==> src/verilog/tiu_cfg.svh <==
// Register map, field positions, reset values and counts of the timer and interrupt unit.
// Included by its bare name from the unit's design files; definitions only.
`ifndef TIU_CFG_SVH
`define TIU_CFG_SVH
// Register addresses.
`define TIU_ADR_CTRL 8'h01
`define TIU_ADR_TA_CNT 8'h02
`define TIU_ADR_TA_PSC 8'h03
`define TIU_ADR_TB_CNT 8'h04
`define TIU_ADR_TB_PSC 8'hf3
`define TIU_ADR_IRQ_REQ 8'h06
`define TIU_ADR_IRQ_MASK 8'h07
`define TIU_ADR_IRQ_PRIO 8'h08
// Control register bits.
`define TIU_C_LD_A 0
`define TIU_C_RUN_A 1
`define TIU_C_LD_B 2
`define TIU_C_RUN_B 3
`define TIU_C_TIN_LO 4
`define TIU_C_TIN_HI 5
`define TIU_C_CASC 6
// Prescaler register fields.
`define TIU_PSC_RELOAD 0
`define TIU_PSC_INTCLK 1
`define TIU_PSC_DIV_LO 2
`define TIU_PSC_DIV_HI 7
// Timer input functions.
`define TIU_TIN_CLK 2'h0
`define TIU_TIN_GATE 2'h1
`define TIU_TIN_NTRIG 2'h2
`define TIU_TIN_RTRIG 2'h3
// Interrupt request and mask fields.
`define TIU_NREQ 6
`define TIU_REQ_HI 5
`define TIU_ES_LO 6
`define TIU_ES_HI 7
`define TIU_ES_BOTH 2'h3
`define TIU_MASK_GLB 7
`define TIU_REQ_TA 4
`define TIU_REQ_TB 5
// Reset values and counts.
`define TIU_RST8 8'h00
`define TIU_RST6 6'h00
`define TIU_RST3 3'h0
`define TIU_RST2 2'h0
`define TIU_CNT_LAST 8'h01
`define TIU_PSC_ONE 6'h01
`define TIU_PSC_ZERO 6'h00
`define TIU_DIV4_LAST 2'h3
`define TIU_DIV4_ONE 2'h1
`define TIU_VEC_PAD 12'h000
// Idle levels of the sampled inputs: pins high, side sources low.
`define TIU_IN_IDLE 7'h0f
`endif

==> src/verilog/tiu_pkg.sv <==
// Types shared by the timer and interrupt unit.
// Assumes nothing of its surroundings.
package tiu_pkg;
   // Interrupt cycle sequencer states.
   typedef enum logic [2:0] {TIU_IDLE, TIU_DIS, TIU_SAVE, TIU_HI, TIU_LO, TIU_BR} tiu_state_t;
endpackage

==> src/verilog/tiu_top.sv <==
// Timer and interrupt unit: two 8-bit down-counters with 6-bit prescalers, and a six-source
// vectored, prioritized interrupt controller with its interrupt cycle sequencer.
// Assumes all pin and core inputs are synchronous to ref_clk and the core asks no more than
// one interrupt cycle at a time.
// Notes on behaviour
// - Two independent 8-bit counters, each behind its own 6-bit prescaler.
// - Timer a counts internal clock only; timer b may use an external source.
// - Each prescaler divides its source by 1 to 64.
// - Counter loads an initial count of 1 to 256 steps, one step per tick.
// - End of count raises the timer a or timer b request.
// - Software starts, stops, continues or restarts each counter.
// - Counter either halts at zero or reloads and keeps counting.
// - Counters read back live without disturbance; prescalers read as zero.
// - Timer b source is internal clock divided by four or the timer input pin.
// - Timer input is external clock, retrigger, one-shot trigger or gate.
// - Timer a end of count may clock timer b in cascade.
// - Six maskable prioritized requests: four pins, two timers.
// - Each request takes its documented pin edge and side sources.
// - Mask register holds a global enable and six individual enables.
// - Vectors sit at program bytes 0 to 11, two bytes per request.
// - Programmable priority picks one request among those pending.
// - Grant disables interrupts, saves context, then branches through the vector.
// - Service address is the vector byte and the byte after it.
// - Masked requests still latch in the request register for polling.
// - Request register top bits choose edge sense of two pins.
// - Timers and pin requests keep running while the core is halted.
//
// Decided for this implementation: strobed register access.
`timescale 1ns/10ps
`include "tiu_cfg.svh"
module tiu_top (
   // Clock and reset.
   input wire logic ref_clk,
   input wire logic rst_b,
   // Register port.
   input wire logic [7:0] reg_addr,
   input wire logic [7:0] reg_wdata,
   input wire logic reg_wr,
   input wire logic reg_rd,
   output logic [7:0] reg_rdata,
   // Request pins and side sources.
   input wire logic pin_rx_irq,
   input wire logic pin_timer_irq,
   input wire logic pin_any_edge_irq,
   input wire logic pin_fall_irq,
   input wire logic port_a_data_avail,
   input wire logic port_c_data_avail,
   input wire logic uart_irq,
   // Core interface.
   input wire logic cpu_int_ok,
   output logic save_ctx,
   output logic pm_rd,
   output logic [15:0] pm_addr,
   input wire logic [7:0] pm_data,
   output logic branch,
   output logic [15:0] branch_addr,
   output logic wake
);

////////////////////////////////////////////////////////////////////////////////////////////////
// Helpers.

   // Prescaler step: returns the tick and the next prescaler value; a field of zero means 64.
   function automatic logic [6:0] tiu_psc(input logic [5:0] p, input logic [5:0] div, input logic src);
      logic [6:0] res;
      begin
         res = {1'b0, p};
         if (src && p == `TIU_PSC_ZERO) begin
            res = {1'b1, div - `TIU_PSC_ONE};
         end else if (src) begin
            res = {1'b0, p - `TIU_PSC_ONE};
         end
         return res;
      end
   endfunction

   // Rotating priority: the first pending request at or after the start index wins.
   function automatic logic [3:0] tiu_pick(input logic [5:0] req, input logic [2:0] start);
      logic [3:0] res;
      integer k;
      integer j;
      begin
         res = 4'h0;
         for (k = `TIU_NREQ - 1; k >= 0; k--) begin
            j = (int'(start) + k) % `TIU_NREQ;
            if (req[j]) begin
               res = {1'b1, 3'(j)};
            end
         end
         return res;
      end
   endfunction

////////////////////////////////////////////////////////////////////////////////////////////////
// Register decode.

   // Write strobes per register.
   wire wr_ctrl = reg_wr && reg_addr == `TIU_ADR_CTRL;
   wire wr_ta_cnt = reg_wr && reg_addr == `TIU_ADR_TA_CNT;
   wire wr_ta_psc = reg_wr && reg_addr == `TIU_ADR_TA_PSC;
   wire wr_tb_cnt = reg_wr && reg_addr == `TIU_ADR_TB_CNT;
   wire wr_tb_psc = reg_wr && reg_addr == `TIU_ADR_TB_PSC;
   wire wr_req = reg_wr && reg_addr == `TIU_ADR_IRQ_REQ;
   wire wr_mask = reg_wr && reg_addr == `TIU_ADR_IRQ_MASK;
   wire wr_prio = reg_wr && reg_addr == `TIU_ADR_IRQ_PRIO;

   logic [7:0] cnt_a_r, cnt_a_nxt, init_a_r, cnt_b_r, cnt_b_nxt, init_b_r, vec_hi_r;
   logic [5:0] psc_a_r, psc_a_nxt, psc_b_r, psc_b_nxt;
   logic [7:0] psc_cfg_a_r, psc_cfg_b_r;
   logic run_a_r, run_a_nxt, run_b_r, run_b_nxt, casc_r;
   logic [1:0] tin_mode_r, es_r, div4_r;
   logic [5:0] pend_r, pend_nxt, mask_r;
   logic glob_en_r, glob_en_nxt;
   logic [2:0] prio_r, idx_r;
   logic [6:0] prev_r;
   tiu_pkg::tiu_state_t state_r, state_nxt;

   // Ctrl reads show live run state and modes; restart bits read zero.
   wire [7:0] ctrl_rd = {1'b0, casc_r, tin_mode_r, run_b_r, 1'b0, run_a_r, 1'b0};
   // Prescaler registers are write only and read as zero; counters read live.
   wire [7:0] rd_mux = (reg_addr == `TIU_ADR_CTRL) ? ctrl_rd :
                       (reg_addr == `TIU_ADR_TA_CNT) ? cnt_a_r :
                       (reg_addr == `TIU_ADR_TB_CNT) ? cnt_b_r :
                       (reg_addr == `TIU_ADR_IRQ_REQ) ? {es_r, pend_r} :
                       (reg_addr == `TIU_ADR_IRQ_MASK) ? {glob_en_r, 1'b0, mask_r} :
                       (reg_addr == `TIU_ADR_IRQ_PRIO) ? {5'h00, prio_r} : `TIU_RST8;

////////////////////////////////////////////////////////////////////////////////////////////////
// Timer clock sources.

   // Internal clock divided by four feeds both prescalers; it runs in halt as well.
   wire div4_w = div4_r == `TIU_DIV4_LAST;
   wire [5:0] div_a = psc_cfg_a_r[`TIU_PSC_DIV_HI:`TIU_PSC_DIV_LO];
   wire [5:0] div_b = psc_cfg_b_r[`TIU_PSC_DIV_HI:`TIU_PSC_DIV_LO];
   // Pin mode is chosen by a cleared bit in the timer b prescaler register.
   wire tin_sel = !psc_cfg_b_r[`TIU_PSC_INTCLK];
   wire tin_fall = prev_r[2] && !pin_timer_irq;
   wire tin_rise = !prev_r[2] && pin_timer_irq;
   // Trigger modes restart timer b on a falling edge; the one-shot form ignores it while running.
   wire trig_b = tin_sel && !casc_r && tin_fall &&
                 (tin_mode_r == `TIU_TIN_RTRIG || (tin_mode_r == `TIU_TIN_NTRIG && !run_b_r));
   // Timer b source: cascade, pin clock, gated internal, or plain internal clock.
   logic eoc_a, eoc_b, tick_a, tick_b;
   wire src_b = casc_r ? eoc_a :
                !tin_sel ? div4_w :
                (tin_mode_r == `TIU_TIN_CLK) ? tin_fall :
                (tin_mode_r == `TIU_TIN_GATE) ? (div4_w && pin_timer_irq) : div4_w;
   wire ld_a = wr_ctrl && reg_wdata[`TIU_C_LD_A];
   wire ld_b = (wr_ctrl && reg_wdata[`TIU_C_LD_B]) || trig_b;

////////////////////////////////////////////////////////////////////////////////////////////////
// Timer a: internal clock only.

   always_comb begin
      {tick_a, psc_a_nxt} = tiu_psc(psc_a_r, div_a, run_a_r && div4_w);
      cnt_a_nxt = cnt_a_r;
      run_a_nxt = run_a_r;
      eoc_a = 1'b0;
      // An initial count of zero runs 256 steps before the end of count.
      if (tick_a && cnt_a_r == `TIU_CNT_LAST) begin
         eoc_a = 1'b1;
         if (psc_cfg_a_r[`TIU_PSC_RELOAD]) begin
            cnt_a_nxt = init_a_r;
         end else begin
            cnt_a_nxt = `TIU_RST8;
            run_a_nxt = 1'b0;
         end
      end else if (tick_a) begin
         cnt_a_nxt = cnt_a_r - `TIU_CNT_LAST;
      end
      // Run bit starts, stops or continues; restart reloads count and prescaler.
      if (wr_ctrl) begin
         run_a_nxt = reg_wdata[`TIU_C_RUN_A];
      end
      if (ld_a) begin
         cnt_a_nxt = init_a_r;
         psc_a_nxt = div_a - `TIU_PSC_ONE;
      end
   end

////////////////////////////////////////////////////////////////////////////////////////////////
// Timer b: internal, pin or cascaded source.

   always_comb begin
      {tick_b, psc_b_nxt} = tiu_psc(psc_b_r, div_b, run_b_r && src_b);
      cnt_b_nxt = cnt_b_r;
      run_b_nxt = run_b_r;
      eoc_b = 1'b0;
      if (tick_b && cnt_b_r == `TIU_CNT_LAST) begin
         eoc_b = 1'b1;
         if (psc_cfg_b_r[`TIU_PSC_RELOAD]) begin
            cnt_b_nxt = init_b_r;
         end else begin
            cnt_b_nxt = `TIU_RST8;
            run_b_nxt = 1'b0;
         end
      end else if (tick_b) begin
         cnt_b_nxt = cnt_b_r - `TIU_CNT_LAST;
      end
      if (wr_ctrl) begin
         run_b_nxt = reg_wdata[`TIU_C_RUN_B];
      end
      // A trigger both restarts and starts the counter.
      if (ld_b) begin
         cnt_b_nxt = init_b_r;
         psc_b_nxt = div_b - `TIU_PSC_ONE;
         run_b_nxt = trig_b || run_b_nxt;
      end
   end

   // Timer state; reset leaves both counters stopped.
   always_ff @(posedge ref_clk or negedge rst_b) begin
      if (!rst_b) begin
         cnt_a_r <= `TIU_RST8;
         cnt_b_r <= `TIU_RST8;
         psc_a_r <= `TIU_RST6;
         psc_b_r <= `TIU_RST6;
         run_a_r <= 1'b0;
         run_b_r <= 1'b0;
         div4_r <= `TIU_RST2;
      end else begin
         cnt_a_r <= cnt_a_nxt;
         cnt_b_r <= cnt_b_nxt;
         psc_a_r <= psc_a_nxt;
         psc_b_r <= psc_b_nxt;
         run_a_r <= run_a_nxt;
         run_b_r <= run_b_nxt;
         div4_r <= div4_r + `TIU_DIV4_ONE;
      end
   end

   // Software configuration registers.
   always_ff @(posedge ref_clk or negedge rst_b) begin
      if (!rst_b) begin
         init_a_r <= `TIU_RST8;
         init_b_r <= `TIU_RST8;
         psc_cfg_a_r <= `TIU_RST8;
         psc_cfg_b_r <= `TIU_RST8;
         tin_mode_r <= `TIU_RST2;
         casc_r <= 1'b0;
         mask_r <= `TIU_RST6;
         prio_r <= `TIU_RST3;
         es_r <= `TIU_RST2;
      end else begin
         if (wr_ta_cnt) init_a_r <= reg_wdata;
         if (wr_tb_cnt) init_b_r <= reg_wdata;
         if (wr_ta_psc) psc_cfg_a_r <= reg_wdata;
         if (wr_tb_psc) psc_cfg_b_r <= reg_wdata;
         if (wr_ctrl) tin_mode_r <= reg_wdata[`TIU_C_TIN_HI:`TIU_C_TIN_LO];
         if (wr_ctrl) casc_r <= reg_wdata[`TIU_C_CASC];
         if (wr_mask) mask_r <= reg_wdata[`TIU_REQ_HI:0];
         if (wr_prio) prio_r <= reg_wdata[2:0];
         if (wr_req) es_r <= reg_wdata[`TIU_ES_HI:`TIU_ES_LO];
      end
   end

////////////////////////////////////////////////////////////////////////////////////////////////
// Request capture.

   // Previous input levels: {uart, port c, port a, rx pin, timer pin, any-edge pin, fall pin}.
   wire [6:0] in_now = {uart_irq, port_c_data_avail, port_a_data_avail, pin_rx_irq,
                        pin_timer_irq, pin_any_edge_irq, pin_fall_irq};
   wire [6:0] rise = in_now & ~prev_r;
   wire [6:0] fall = ~in_now & prev_r;
   // Edge sense of the timer pin and the any-edge pin from the top request bits.
   wire es_both = es_r == `TIU_ES_BOTH;
   wire ev_p31 = es_both ? (tin_rise || tin_fall) : (es_r[1] ? tin_rise : tin_fall);
   wire ev_p32 = es_both ? (rise[1] || fall[1]) : (es_r[0] ? rise[1] : fall[1]);
   // Six sources: four pin requests, three of them with side sources, then the two timers.
   wire [5:0] ev = {eoc_b, eoc_a, fall[3] || rise[6], ev_p31 || rise[5], fall[0], ev_p32 || rise[4]};
   // Only the granted request is cleared by the interrupt cycle.
   wire [5:0] grant_clr = (state_r == tiu_pkg::TIU_DIS) ? (6'h01 << idx_r) : `TIU_RST6;

   // Events latch regardless of mask, and a new event beats a clear in the same cycle.
   always_comb begin
      pend_nxt = ((wr_req ? reg_wdata[`TIU_REQ_HI:0] : pend_r) & ~grant_clr) | ev;
      glob_en_nxt = wr_mask ? reg_wdata[`TIU_MASK_GLB] : glob_en_r;
      if (state_r == tiu_pkg::TIU_DIS) begin
         glob_en_nxt = 1'b0;
      end
   end

////////////////////////////////////////////////////////////////////////////////////////////////
// Priority and interrupt cycle.

   // Individual enables gate the requests offered to the encoder; the global enable gates only the grant.
   wire [5:0] masked = pend_r & mask_r;
   wire [3:0] pick = tiu_pick(masked, prio_r);
   wire [15:0] vec_w = {`TIU_VEC_PAD, idx_r, 1'b0};

   // Sequencer: disable, save context, fetch two vector bytes, branch.
   always_comb begin
      case (state_r)
         tiu_pkg::TIU_IDLE: state_nxt = (glob_en_r && pick[3] && cpu_int_ok) ? tiu_pkg::TIU_DIS : tiu_pkg::TIU_IDLE;
         tiu_pkg::TIU_DIS: state_nxt = tiu_pkg::TIU_SAVE;
         tiu_pkg::TIU_SAVE: state_nxt = tiu_pkg::TIU_HI;
         tiu_pkg::TIU_HI: state_nxt = tiu_pkg::TIU_LO;
         tiu_pkg::TIU_LO: state_nxt = tiu_pkg::TIU_BR;
         default: state_nxt = tiu_pkg::TIU_IDLE;
      endcase
   end

   // Interrupt state; reset clears requests and leaves interrupts globally off.
   always_ff @(posedge ref_clk or negedge rst_b) begin
      if (!rst_b) begin
         state_r <= tiu_pkg::TIU_IDLE;
         pend_r <= `TIU_RST6;
         glob_en_r <= 1'b0;
         idx_r <= `TIU_RST3;
         prev_r <= `TIU_IN_IDLE; // Idle levels, so no false edge follows reset.
         vec_hi_r <= `TIU_RST8;
      end else begin
         state_r <= state_nxt;
         pend_r <= pend_nxt;
         glob_en_r <= glob_en_nxt;
         prev_r <= in_now;
         if (state_r == tiu_pkg::TIU_IDLE) idx_r <= pick[2:0];
         if (state_r == tiu_pkg::TIU_LO) vec_hi_r <= pm_data;
      end
   end

   // Registered outputs; read data stands only in the cycle after the strobe.
   always_ff @(posedge ref_clk or negedge rst_b) begin
      if (!rst_b) begin
         reg_rdata <= `TIU_RST8;
         save_ctx <= 1'b0;
         pm_rd <= 1'b0;
         pm_addr <= 16'h0000;
         branch <= 1'b0;
         branch_addr <= 16'h0000;
         wake <= 1'b0;
      end else begin
         reg_rdata <= reg_rd ? rd_mux : `TIU_RST8;
         save_ctx <= state_r == tiu_pkg::TIU_DIS;
         pm_rd <= state_r == tiu_pkg::TIU_SAVE || state_r == tiu_pkg::TIU_HI;
         pm_addr <= (state_r == tiu_pkg::TIU_HI) ? (vec_w | 16'h0001) : vec_w;
         branch <= state_r == tiu_pkg::TIU_BR;
         if (state_r == tiu_pkg::TIU_BR) branch_addr <= {vec_hi_r, pm_data};
         wake <= |masked;
      end
   end

////////////////////////////////////////////////////////////////////////////////////////////////
// Checks.

   property p_glob_off;
      @(posedge ref_clk) disable iff (!rst_b) state_r == tiu_pkg::TIU_DIS |=> !glob_en_r;
   endproperty
   a_glob_off: assert property (p_glob_off) else $error("global enable stayed on after grant");
   property p_seq;
      @(posedge ref_clk) disable iff (!rst_b)
         state_r == tiu_pkg::TIU_DIS |=> save_ctx && !pm_rd ##1 pm_rd ##1 pm_rd ##1 !pm_rd ##1 branch;
   endproperty
   a_seq: assert property (p_seq) else $error("interrupt cycle out of order");
   property p_vec_addr;
      @(posedge ref_clk) disable iff (!rst_b) state_r == tiu_pkg::TIU_HI |-> pm_addr == {`TIU_VEC_PAD, idx_r, 1'b0};
   endproperty
   a_vec_addr: assert property (p_vec_addr) else $error("wrong vector address");
   property p_vec_data;
      @(posedge ref_clk) disable iff (!rst_b) branch |-> branch_addr == {$past(pm_data, 2), $past(pm_data, 1)};
   endproperty
   a_vec_data: assert property (p_vec_data) else $error("wrong service address");
   property p_masked;
      @(posedge ref_clk) disable iff (!rst_b) state_r == tiu_pkg::TIU_IDLE && !glob_en_r |=> state_r != tiu_pkg::TIU_DIS;
   endproperty
   a_masked: assert property (p_masked) else $error("grant while globally disabled");
   property p_poll;
      @(posedge ref_clk) disable iff (!rst_b) fall[0] |=> pend_r[1];
   endproperty
   a_poll: assert property (p_poll) else $error("request not latched");
   property p_eoc_req;
      @(posedge ref_clk) disable iff (!rst_b) eoc_a |=> pend_r[`TIU_REQ_TA];
   endproperty
   a_eoc_req: assert property (p_eoc_req) else $error("timer request missing");
   property p_single;
      @(posedge ref_clk) disable iff (!rst_b)
         eoc_a && !psc_cfg_a_r[`TIU_PSC_RELOAD] && !wr_ctrl |=> !run_a_r && cnt_a_r == `TIU_RST8;
   endproperty
   a_single: assert property (p_single) else $error("single pass did not halt");
   property p_reload;
      @(posedge ref_clk) disable iff (!rst_b) eoc_b && psc_cfg_b_r[`TIU_PSC_RELOAD] |=> cnt_b_r == $past(init_b_r);
   endproperty
   a_reload: assert property (p_reload) else $error("reload value wrong");
   property p_read;
      @(posedge ref_clk) disable iff (!rst_b) reg_rd && reg_addr == `TIU_ADR_TA_CNT |=> reg_rdata == $past(cnt_a_r);
   endproperty
   a_read: assert property (p_read) else $error("counter read back wrong");
   // With the source pulsing every fourth clock, a divisor of two leaves seven idle cycles between ticks.
   property p_div2;
      @(posedge ref_clk) disable iff (!rst_b) tick_a && div_a == 6'h02 |=> !tick_a [*7];
   endproperty
   a_div2: assert property (p_div2) else $error("prescaler ticked too soon");

   c_grant: cover property (@(posedge ref_clk) disable iff (!rst_b) branch);
   c_casc: cover property (@(posedge ref_clk) disable iff (!rst_b) casc_r && eoc_b);
   c_trig: cover property (@(posedge ref_clk) disable iff (!rst_b) trig_b);
   c_both: cover property (@(posedge ref_clk) disable iff (!rst_b) eoc_a && eoc_b);
endmodule

==> config.mk <==
export PLATFORM = sky130hd
export DESIGN_NAME = tiu_top
export DESIGN_NICKNAME = d
export VERILOG_FILES = /design/src/verilog/tiu_pkg.sv /design/src/verilog/tiu_top.sv
export VERILOG_INCLUDE_DIRS = /design/src /design/src/verilog
export SDC_FILE = /design/constraint.sdc
export NUM_CORES = 1
export LEC_CHECK = 0
export ABC_AREA = 0
export BUFFER_PORTS_ARGS = -buffer_cell sky130_fd_sc_hd__buf_4
export CAP_MARGIN = 25
export CORE_ASPECT_RATIO = 0.6
export CORE_MARGIN = 8
export CORE_UTILIZATION = 54
export DETAILED_ROUTE_END_ITERATION = 16
export HOLD_SLACK_MARGIN = 0.03
export PLACE_DENSITY = 0.74
export SLEW_MARGIN = 5
export SYNTH_ARGS = -nofsm -noshare
export SYNTH_HDL_FRONTEND = slang
export SYNTH_SLANG_ARGS = --single-unit
==> constraint.sdc <==
create_clock -name ref_clk -period 3.1 [get_ports ref_clk]
set_input_delay 0.155 -clock ref_clk [delete_from_list [all_inputs] [get_ports ref_clk]]
set_output_delay 0.155 -clock ref_clk [all_outputs]
set_load 0.02 [all_outputs]
### Yosys cells after proc, flatten, opt, wreduce, memory -nomap -nowiden

Cells that the tools add are included.

* logic and storage cells: 203
* output and inout port bits: 44
* register bits: 138

* multiplexer cells: 69
* equal/unequal tests: 21
* add/sub/neg operators: 12
* reduce and logical (&&, ||, !) cells: 51
* order comparisons: 6
* shifts and indexed selects: 1
* divide/modulo/power cells: 6
* bitwise logic cells: 8

Operators with widths (number)
* < comparator 32 x 5 -> 1 bit, second input constant: 6
* modulo 32 x 4 -> 32 bit, second input constant: 5
* 2-to-1 mux 8 bit: 14
* 2-to-1 mux 6 bit: 6
* 2-to-1 mux 1 bit: 33
* modulo 4 x 4 -> 32 bit, second input constant: 1
* logical AND 1 bit: 25
* equality test 8 x 1 -> 1 bit, second input constant: 3
* equality test 8 x 3 -> 1 bit, second input constant: 3
* 2-to-1 mux 4 bit: 6
* subtractor 6 x 1 -> 6 bit, second input constant: 4
* binary-select mux 1 bit (select 3 bit): 6
* equality test 8 x 2 -> 1 bit, second input constant: 2
* subtractor 8 x 1 -> 8 bit, second input constant: 2
* one-hot mux 3 bit (5 select lines): 1
* 2-to-1 mux 7 bit: 2
* AND 6 bit: 2
* zero test 6 bit: 2
* nonzero test 3 bit: 4
* logical OR 1 bit: 9
* adder 3 x 2 -> 4 bit, second input constant: 2
* adder 3 x 3 -> 4 bit, second input constant: 2
* equality test 2 bit, second input constant: 4
* equality test 8 x 4 -> 1 bit, second input constant: 1
* 22 further kinds: 29

### Logic depth before layout (Yosys ltp)

* depth after elaboration: 15
* depth in mapped cells: 14
* depth with buffers taken out: 13

### Least setup slack after synthesis

No wires, ideal clock.

* kind: flip-flop to flip-flop
* start point: register prio_r[1]
* end point: register idx_r[0]
* buffers on the path: 0
* cell stages (with the launch flop): 12
* data arrival time: 3.021 ns
* path slack: 0.010 ns
* clock period less this slack: 3.090 ns
* path through: dfrtp_1 > ha_1 > xor2_2 > ha_1 > nor2b_1 > a21oi_2 > a311o_1 > a221o_1 > o211a_1 > a21boi_1 > or4_1 > nand3_1

* longest elaborated chain between the ends: 11

Ends and longest elaborated chain
* start: declaration: line tiu_top.sv:114 `logic [2:0] prio_r, idx_r;`
* start signal: assignment: line tiu_top.sv:242 `` prio_r <= `TIU_RST3; ``
* start signal: assignment: line tiu_top.sv:252 `if (wr_prio) prio_r <= reg_wdata[2:0];`
* adder 3 x 3 -> 4 bit: line tiu_top.sv:85 `` j = (int'(start) + k) % `TIU_NREQ; ``
* modulo 32 x 4 -> 32 bit (no line)
* binary-select mux 1 bit (select 3 bit): line tiu_top.sv:86 `if (req[j]) begin`
* 2-to-1 mux 1 bit (implied by the code) (2 in series): line tiu_top.sv:86
* 2-to-1 mux 4 bit (5 in series): line tiu_top.sv:86
* 2-to-1 mux 4 bit (*): line tiu_top.sv:86
* end signal: assignment: line tiu_top.sv:309 `` idx_r <= `TIU_RST3; ``
* end signal: assignment: line tiu_top.sv:317 `if (state_r == tiu_pkg::TIU_IDLE) idx_r <= pick[2:0];`
* end: declaration: line tiu_top.sv:114

Every way passes the cells marked *; elsewhere a longest branch is shown, timed or not. The select of a mux whose other input is x is not followed.
A chain may end at the register's enable or synchronous reset.

### Worst setup path after layout

Same ends and word-level chain as after synthesis.

==> run metrics <==
first-pass iteration count of the detailed router 5; input/output buffers 67; Die Width between 150 and 200 um; antenna cell count 0; Syn Std Cell Area a little under 8000 um^2; gr usage total between 20% and 30%; category of the worst setup path capture point flop; CTS tree done; signal arrival time at the worst endpoint roughly 3.4 ns; startpoint-to-endpoint class of the critical path reg2reg; Placement Rows 34; post-route total power between 0.005 and 0.006 W; Initial Util around 54%; routed length per instance 18.17 um; setup repair after global routing missed its margin false; largest area contributor in the synthesized netlist sky130_fd_sc_hd__dfrtp_1; total CTS buffers 17; clock latency of the later-clocked register in the worst-skew pair roughly 0.42 ns; largest net degree at the start of global routing 72; Syn Inst Count 820; HPWL after detailed placement between 10 and 15 mm; number of remaining DRC errors 0; weighted congestion at the end of routability-driven global placement around 0.94; Clock Pin Slew Worst Setup and Hold Paths 0.07 ns; highest clock rate around 330 MHz; hold violation total from the final report 0; Met1 Wirelength 9.949 mm; internal power consumption around 0.0038 W; setup violation total in the final timing report 0; worst min-delay path category in2reg; DR WL met3 roughly 2.1 mm; sequential share of the synthesized area between 40 and 50%; number of antenna-violating nets in the routed design 0; flops & latches, synth approximately 140; wire length of the first global-routing pass approximately 33 mm; portion of total power attributed to sequential cells 40.9%; worst path required time 3.45 ns; Clk network pwr share 37.5%; post-synthesis to final-layout area growth 20.87%; Starting DRT DRC Count 735; number of nets at the end of the flow approximately 980; non-filler instance count after layout about 1100; number of global-route vias before repair about 6300; cell with the most instances after synthesis sky130_fd_sc_hd__dfrtp_1; count of pins over their slew limit 0; number of vias per cell 5.792; fraction of final layout cells sized beyond drive strength 1 21.73%; cell at the root of the clock tree sky130_fd_sc_hd__clkbuf_16; post-layout minimum cycle time approximately 3 ns; combinational cell fraction of total power roughly 22%; overall die area between 15000 and 20000 um^2; total number of yosys warnings 0; final cycle utilization of the critical path 96.90%; initial antenna violation count 0; synth top area cells sky130_fd_sc_hd__dfrtp_1 43%, sky130_fd_sc_hd__mux2_2 7.0%, sky130_fd_sc_hd__nand2_1 5.9%; Post-Place Cells roughly 1100; worst supply voltage drop on vdd roughly 0.00036 V; final worst clock skew around 0.01 ns; startpoint kind of the worst setup timing path flop; core area 14250 um^2; uppermost layer routed met4; count of flip-flops with a built-in enable after synthesis 0; asr flop ratio synth 100.0%; outcome completed; Leak roughly 4.3 nW; chip height between 100 and 150 um; total detailed-routing wirelength 20.57 mm; Max transition margin a little over half; sw frac approximately a third; met2 routed WL between 8 and 9 mm; number of vias in the routed layout 6556; maximum fanout count along the critical path 4; measured slew at the worst slew-check pin between 0.6 and 0.7 ns; clock sink total ~140; switching power 0.001872 W; number of max-cap violations 0; Power Dens Cells ~600 nW/um^2; clk buf depth 2; deepest level of the CTS H-tree 4; fraction of post-synthesis cell area in the top cell type by area a little over two fifths; final total negative setup slack 0 ns; Ports 80; Unique masters post-synth 78; total congestion overflow 0; most used flip-flop cell after synthesis sky130_fd_sc_hd__dfrtp_1; Avg Inst Size Synth about 9.4 um^2; most instantiated cells after synthesis 133 x sky130_fd_sc_hd__dfrtp_1, 121 x sky130_fd_sc_hd__nand2_1, 56 x sky130_fd_sc_hd__nor2_1, 48 x sky130_fd_sc_hd__mux2_2, 46 x sky130_fd_sc_hd__a21oi_1
## final timing paths
path	start	end	cells past startpoint	slack, ns
min in group asynchronous	rst_b	cnt_b_r[0]	2	0.32
worst max-delay path	prio_r[1]	idx_r[0]	11	0.1
worst min register to register	div4_r[0]	div4_r[0]	1	0.46
worst max register to register	prio_r[1]	idx_r[0]	11	0.1
worst min-delay path	reg_wdata[4]	tin_mode_r[0]	3	0.05
max in group asynchronous	rst_b	prev_r[2]	3	1.92
## per-layer routing
metal,vias to the layer above,GRT usage [%]
met4,0,5.794
met5,-,0
li1,3091,-
met3,23,6.471
met2,278,31.90
met1,3164,34.29
## worst max-delay path: stages (launching register included)
cell	delay (ns)
sky130_fd_sc_hd__dfrtp_1	0.42
sky130_fd_sc_hd__ha_1	0.26
sky130_fd_sc_hd__xor2_2	0.20
sky130_fd_sc_hd__ha_1	0.30
sky130_fd_sc_hd__nor2b_2	0.22
sky130_fd_sc_hd__a21oi_2	0.08
sky130_fd_sc_hd__a311o_1	0.35
sky130_fd_sc_hd__a221o_1	0.34
sky130_fd_sc_hd__o211a_1	0.15
sky130_fd_sc_hd__a21boi_1	0.14
sky130_fd_sc_hd__or4_1	0.40
sky130_fd_sc_hd__nand3_1	0.09
## through the flow
| step | area [um^2] | setup WS, ns | hold WS (ns) | util, % |
|---|---|---|---|---|
| 6_report | 9361 | 0.09611 | 0.04874 | 65.69 |
| 3_5_place_dp | 8563 | 0.09066 | 0.2006 | 60.09 |
| 3_3_place_gp | 8556 | 0.1640 | 0.1958 | 60.04 |
| 2_1_floorplan | 7786 | 0.01011 | -0.1406 | - |
| 5_1_grt | 9361 | 0.01451 | 0.04914 | 65.69 |
| 4_1_cts | 9343 | 0.07239 | 0.03886 | 65.56 |
## flip-flops by register name, summed over array words and instances, names as in the netlist, 7 cells and up
| signal | count |
|---|---|
| branch_addr | 16 |
| cnt_a_r | 8 |
| cnt_b_r | 8 |
| init_a_r | 8 |
| init_b_r | 8 |
| prev_r | 7 |
| psc_cfg_a_r | 7 |
| psc_cfg_b_r | 8 |
| reg_rdata | 8 |
| vec_hi_r | 8 |
## power groups by stage
stage	clock network (W)	logic, W	registers, W
2_1_floorplan	0	0.000715	0.00234
3_3_place_gp	0	0.00116	0.00232
3_5_place_dp	0	0.00119	0.00233
4_1_cts	0.00214	0.00121	0.00230
5_1_grt	0.00223	0.00134	0.00235
6_report	0.00211	0.00121	0.00231
## cells in the final DEF (no fill, tap or decap), types with 5 or more instances in the layout
master / netlist / layout
sky130_fd_sc_hd__o21ai_0: 30 / 30
sky130_fd_sc_hd__mux2_1: 7 / 7
sky130_fd_sc_hd__a211oi_1: 7 / 7
sky130_fd_sc_hd__o21a_1: 6 / 6
sky130_fd_sc_hd__a221oi_1: 8 / 8
sky130_fd_sc_hd__mux2_2: 48 / 48
sky130_fd_sc_hd__nor3b_1: 9 / 9
sky130_fd_sc_hd__dlygate4sd3_1: 0 / 16
sky130_fd_sc_hd__nor2_1: 56 / 56
sky130_fd_sc_hd__clkbuf_16: 0 / 17
sky130_fd_sc_hd__and3_1: 6 / 6
sky130_fd_sc_hd__nor2b_1: 9 / 7
sky130_fd_sc_hd__nor3_1: 17 / 17
sky130_fd_sc_hd__xnor2_1: 15 / 15
sky130_fd_sc_hd__a21oi_1: 46 / 46
sky130_fd_sc_hd__o21ai_1: 17 / 17
sky130_fd_sc_hd__dfrtp_1: 133 / 133
sky130_fd_sc_hd__or3_1: 6 / 6
sky130_fd_sc_hd__a211o_1: 6 / 6
sky130_fd_sc_hd__inv_1: 45 / 44
sky130_fd_sc_hd__ha_1: 27 / 27
sky130_fd_sc_hd__buf_4: 13 / 97
sky130_fd_sc_hd__inv_8: 0 / 8
sky130_fd_sc_hd__o22ai_1: 5 / 5
sky130_fd_sc_hd__nor4_1: 6 / 5
sky130_fd_sc_hd__a311oi_1: 5 / 5
sky130_fd_sc_hd__mux2i_1: 13 / 13
sky130_fd_sc_hd__nand2_1: 121 / 121
sky130_fd_sc_hd__conb_1: 1 / 12
sky130_fd_sc_hd__o31ai_1: 7 / 7
sky130_fd_sc_hd__nand3_1: 26 / 26
sky130_fd_sc_hd__nand2b_1: 9 / 9
## area by class of cell
type	instances	area [um^2]
fillers	1119	4890
multi-input cells	604	3969
flip-flops and latches	137	3433
repair buffers	115	919.6
clock buffers	17	425.4
well taps	198	247.7
clock inverters	15	193.9
inverters	46	172.7
## cell families after synthesis
group | after synthesis | share of synthesized area [%]
other | 1 | 0.04842
adders and majority gates | 27 | 4.362
muxes | 70 | 10.15
AOI/OAI and AO/OA | 180 | 15.15
DFF | 137 | 44.33
and+or+nand+nor | 296 | 18.51
xor gates and xnor gates | 19 | 2.246
buffers and inverters | 90 | 5.202
## timing repair
action	CTS	global route
setup buffers	0	0
setup endpoints to repair	0	4
resized for setup	0	5
hold buffers	16	0
endpoints found under the hold margin	91	0
Note: power is estimated with default switching activity, not from simulation.
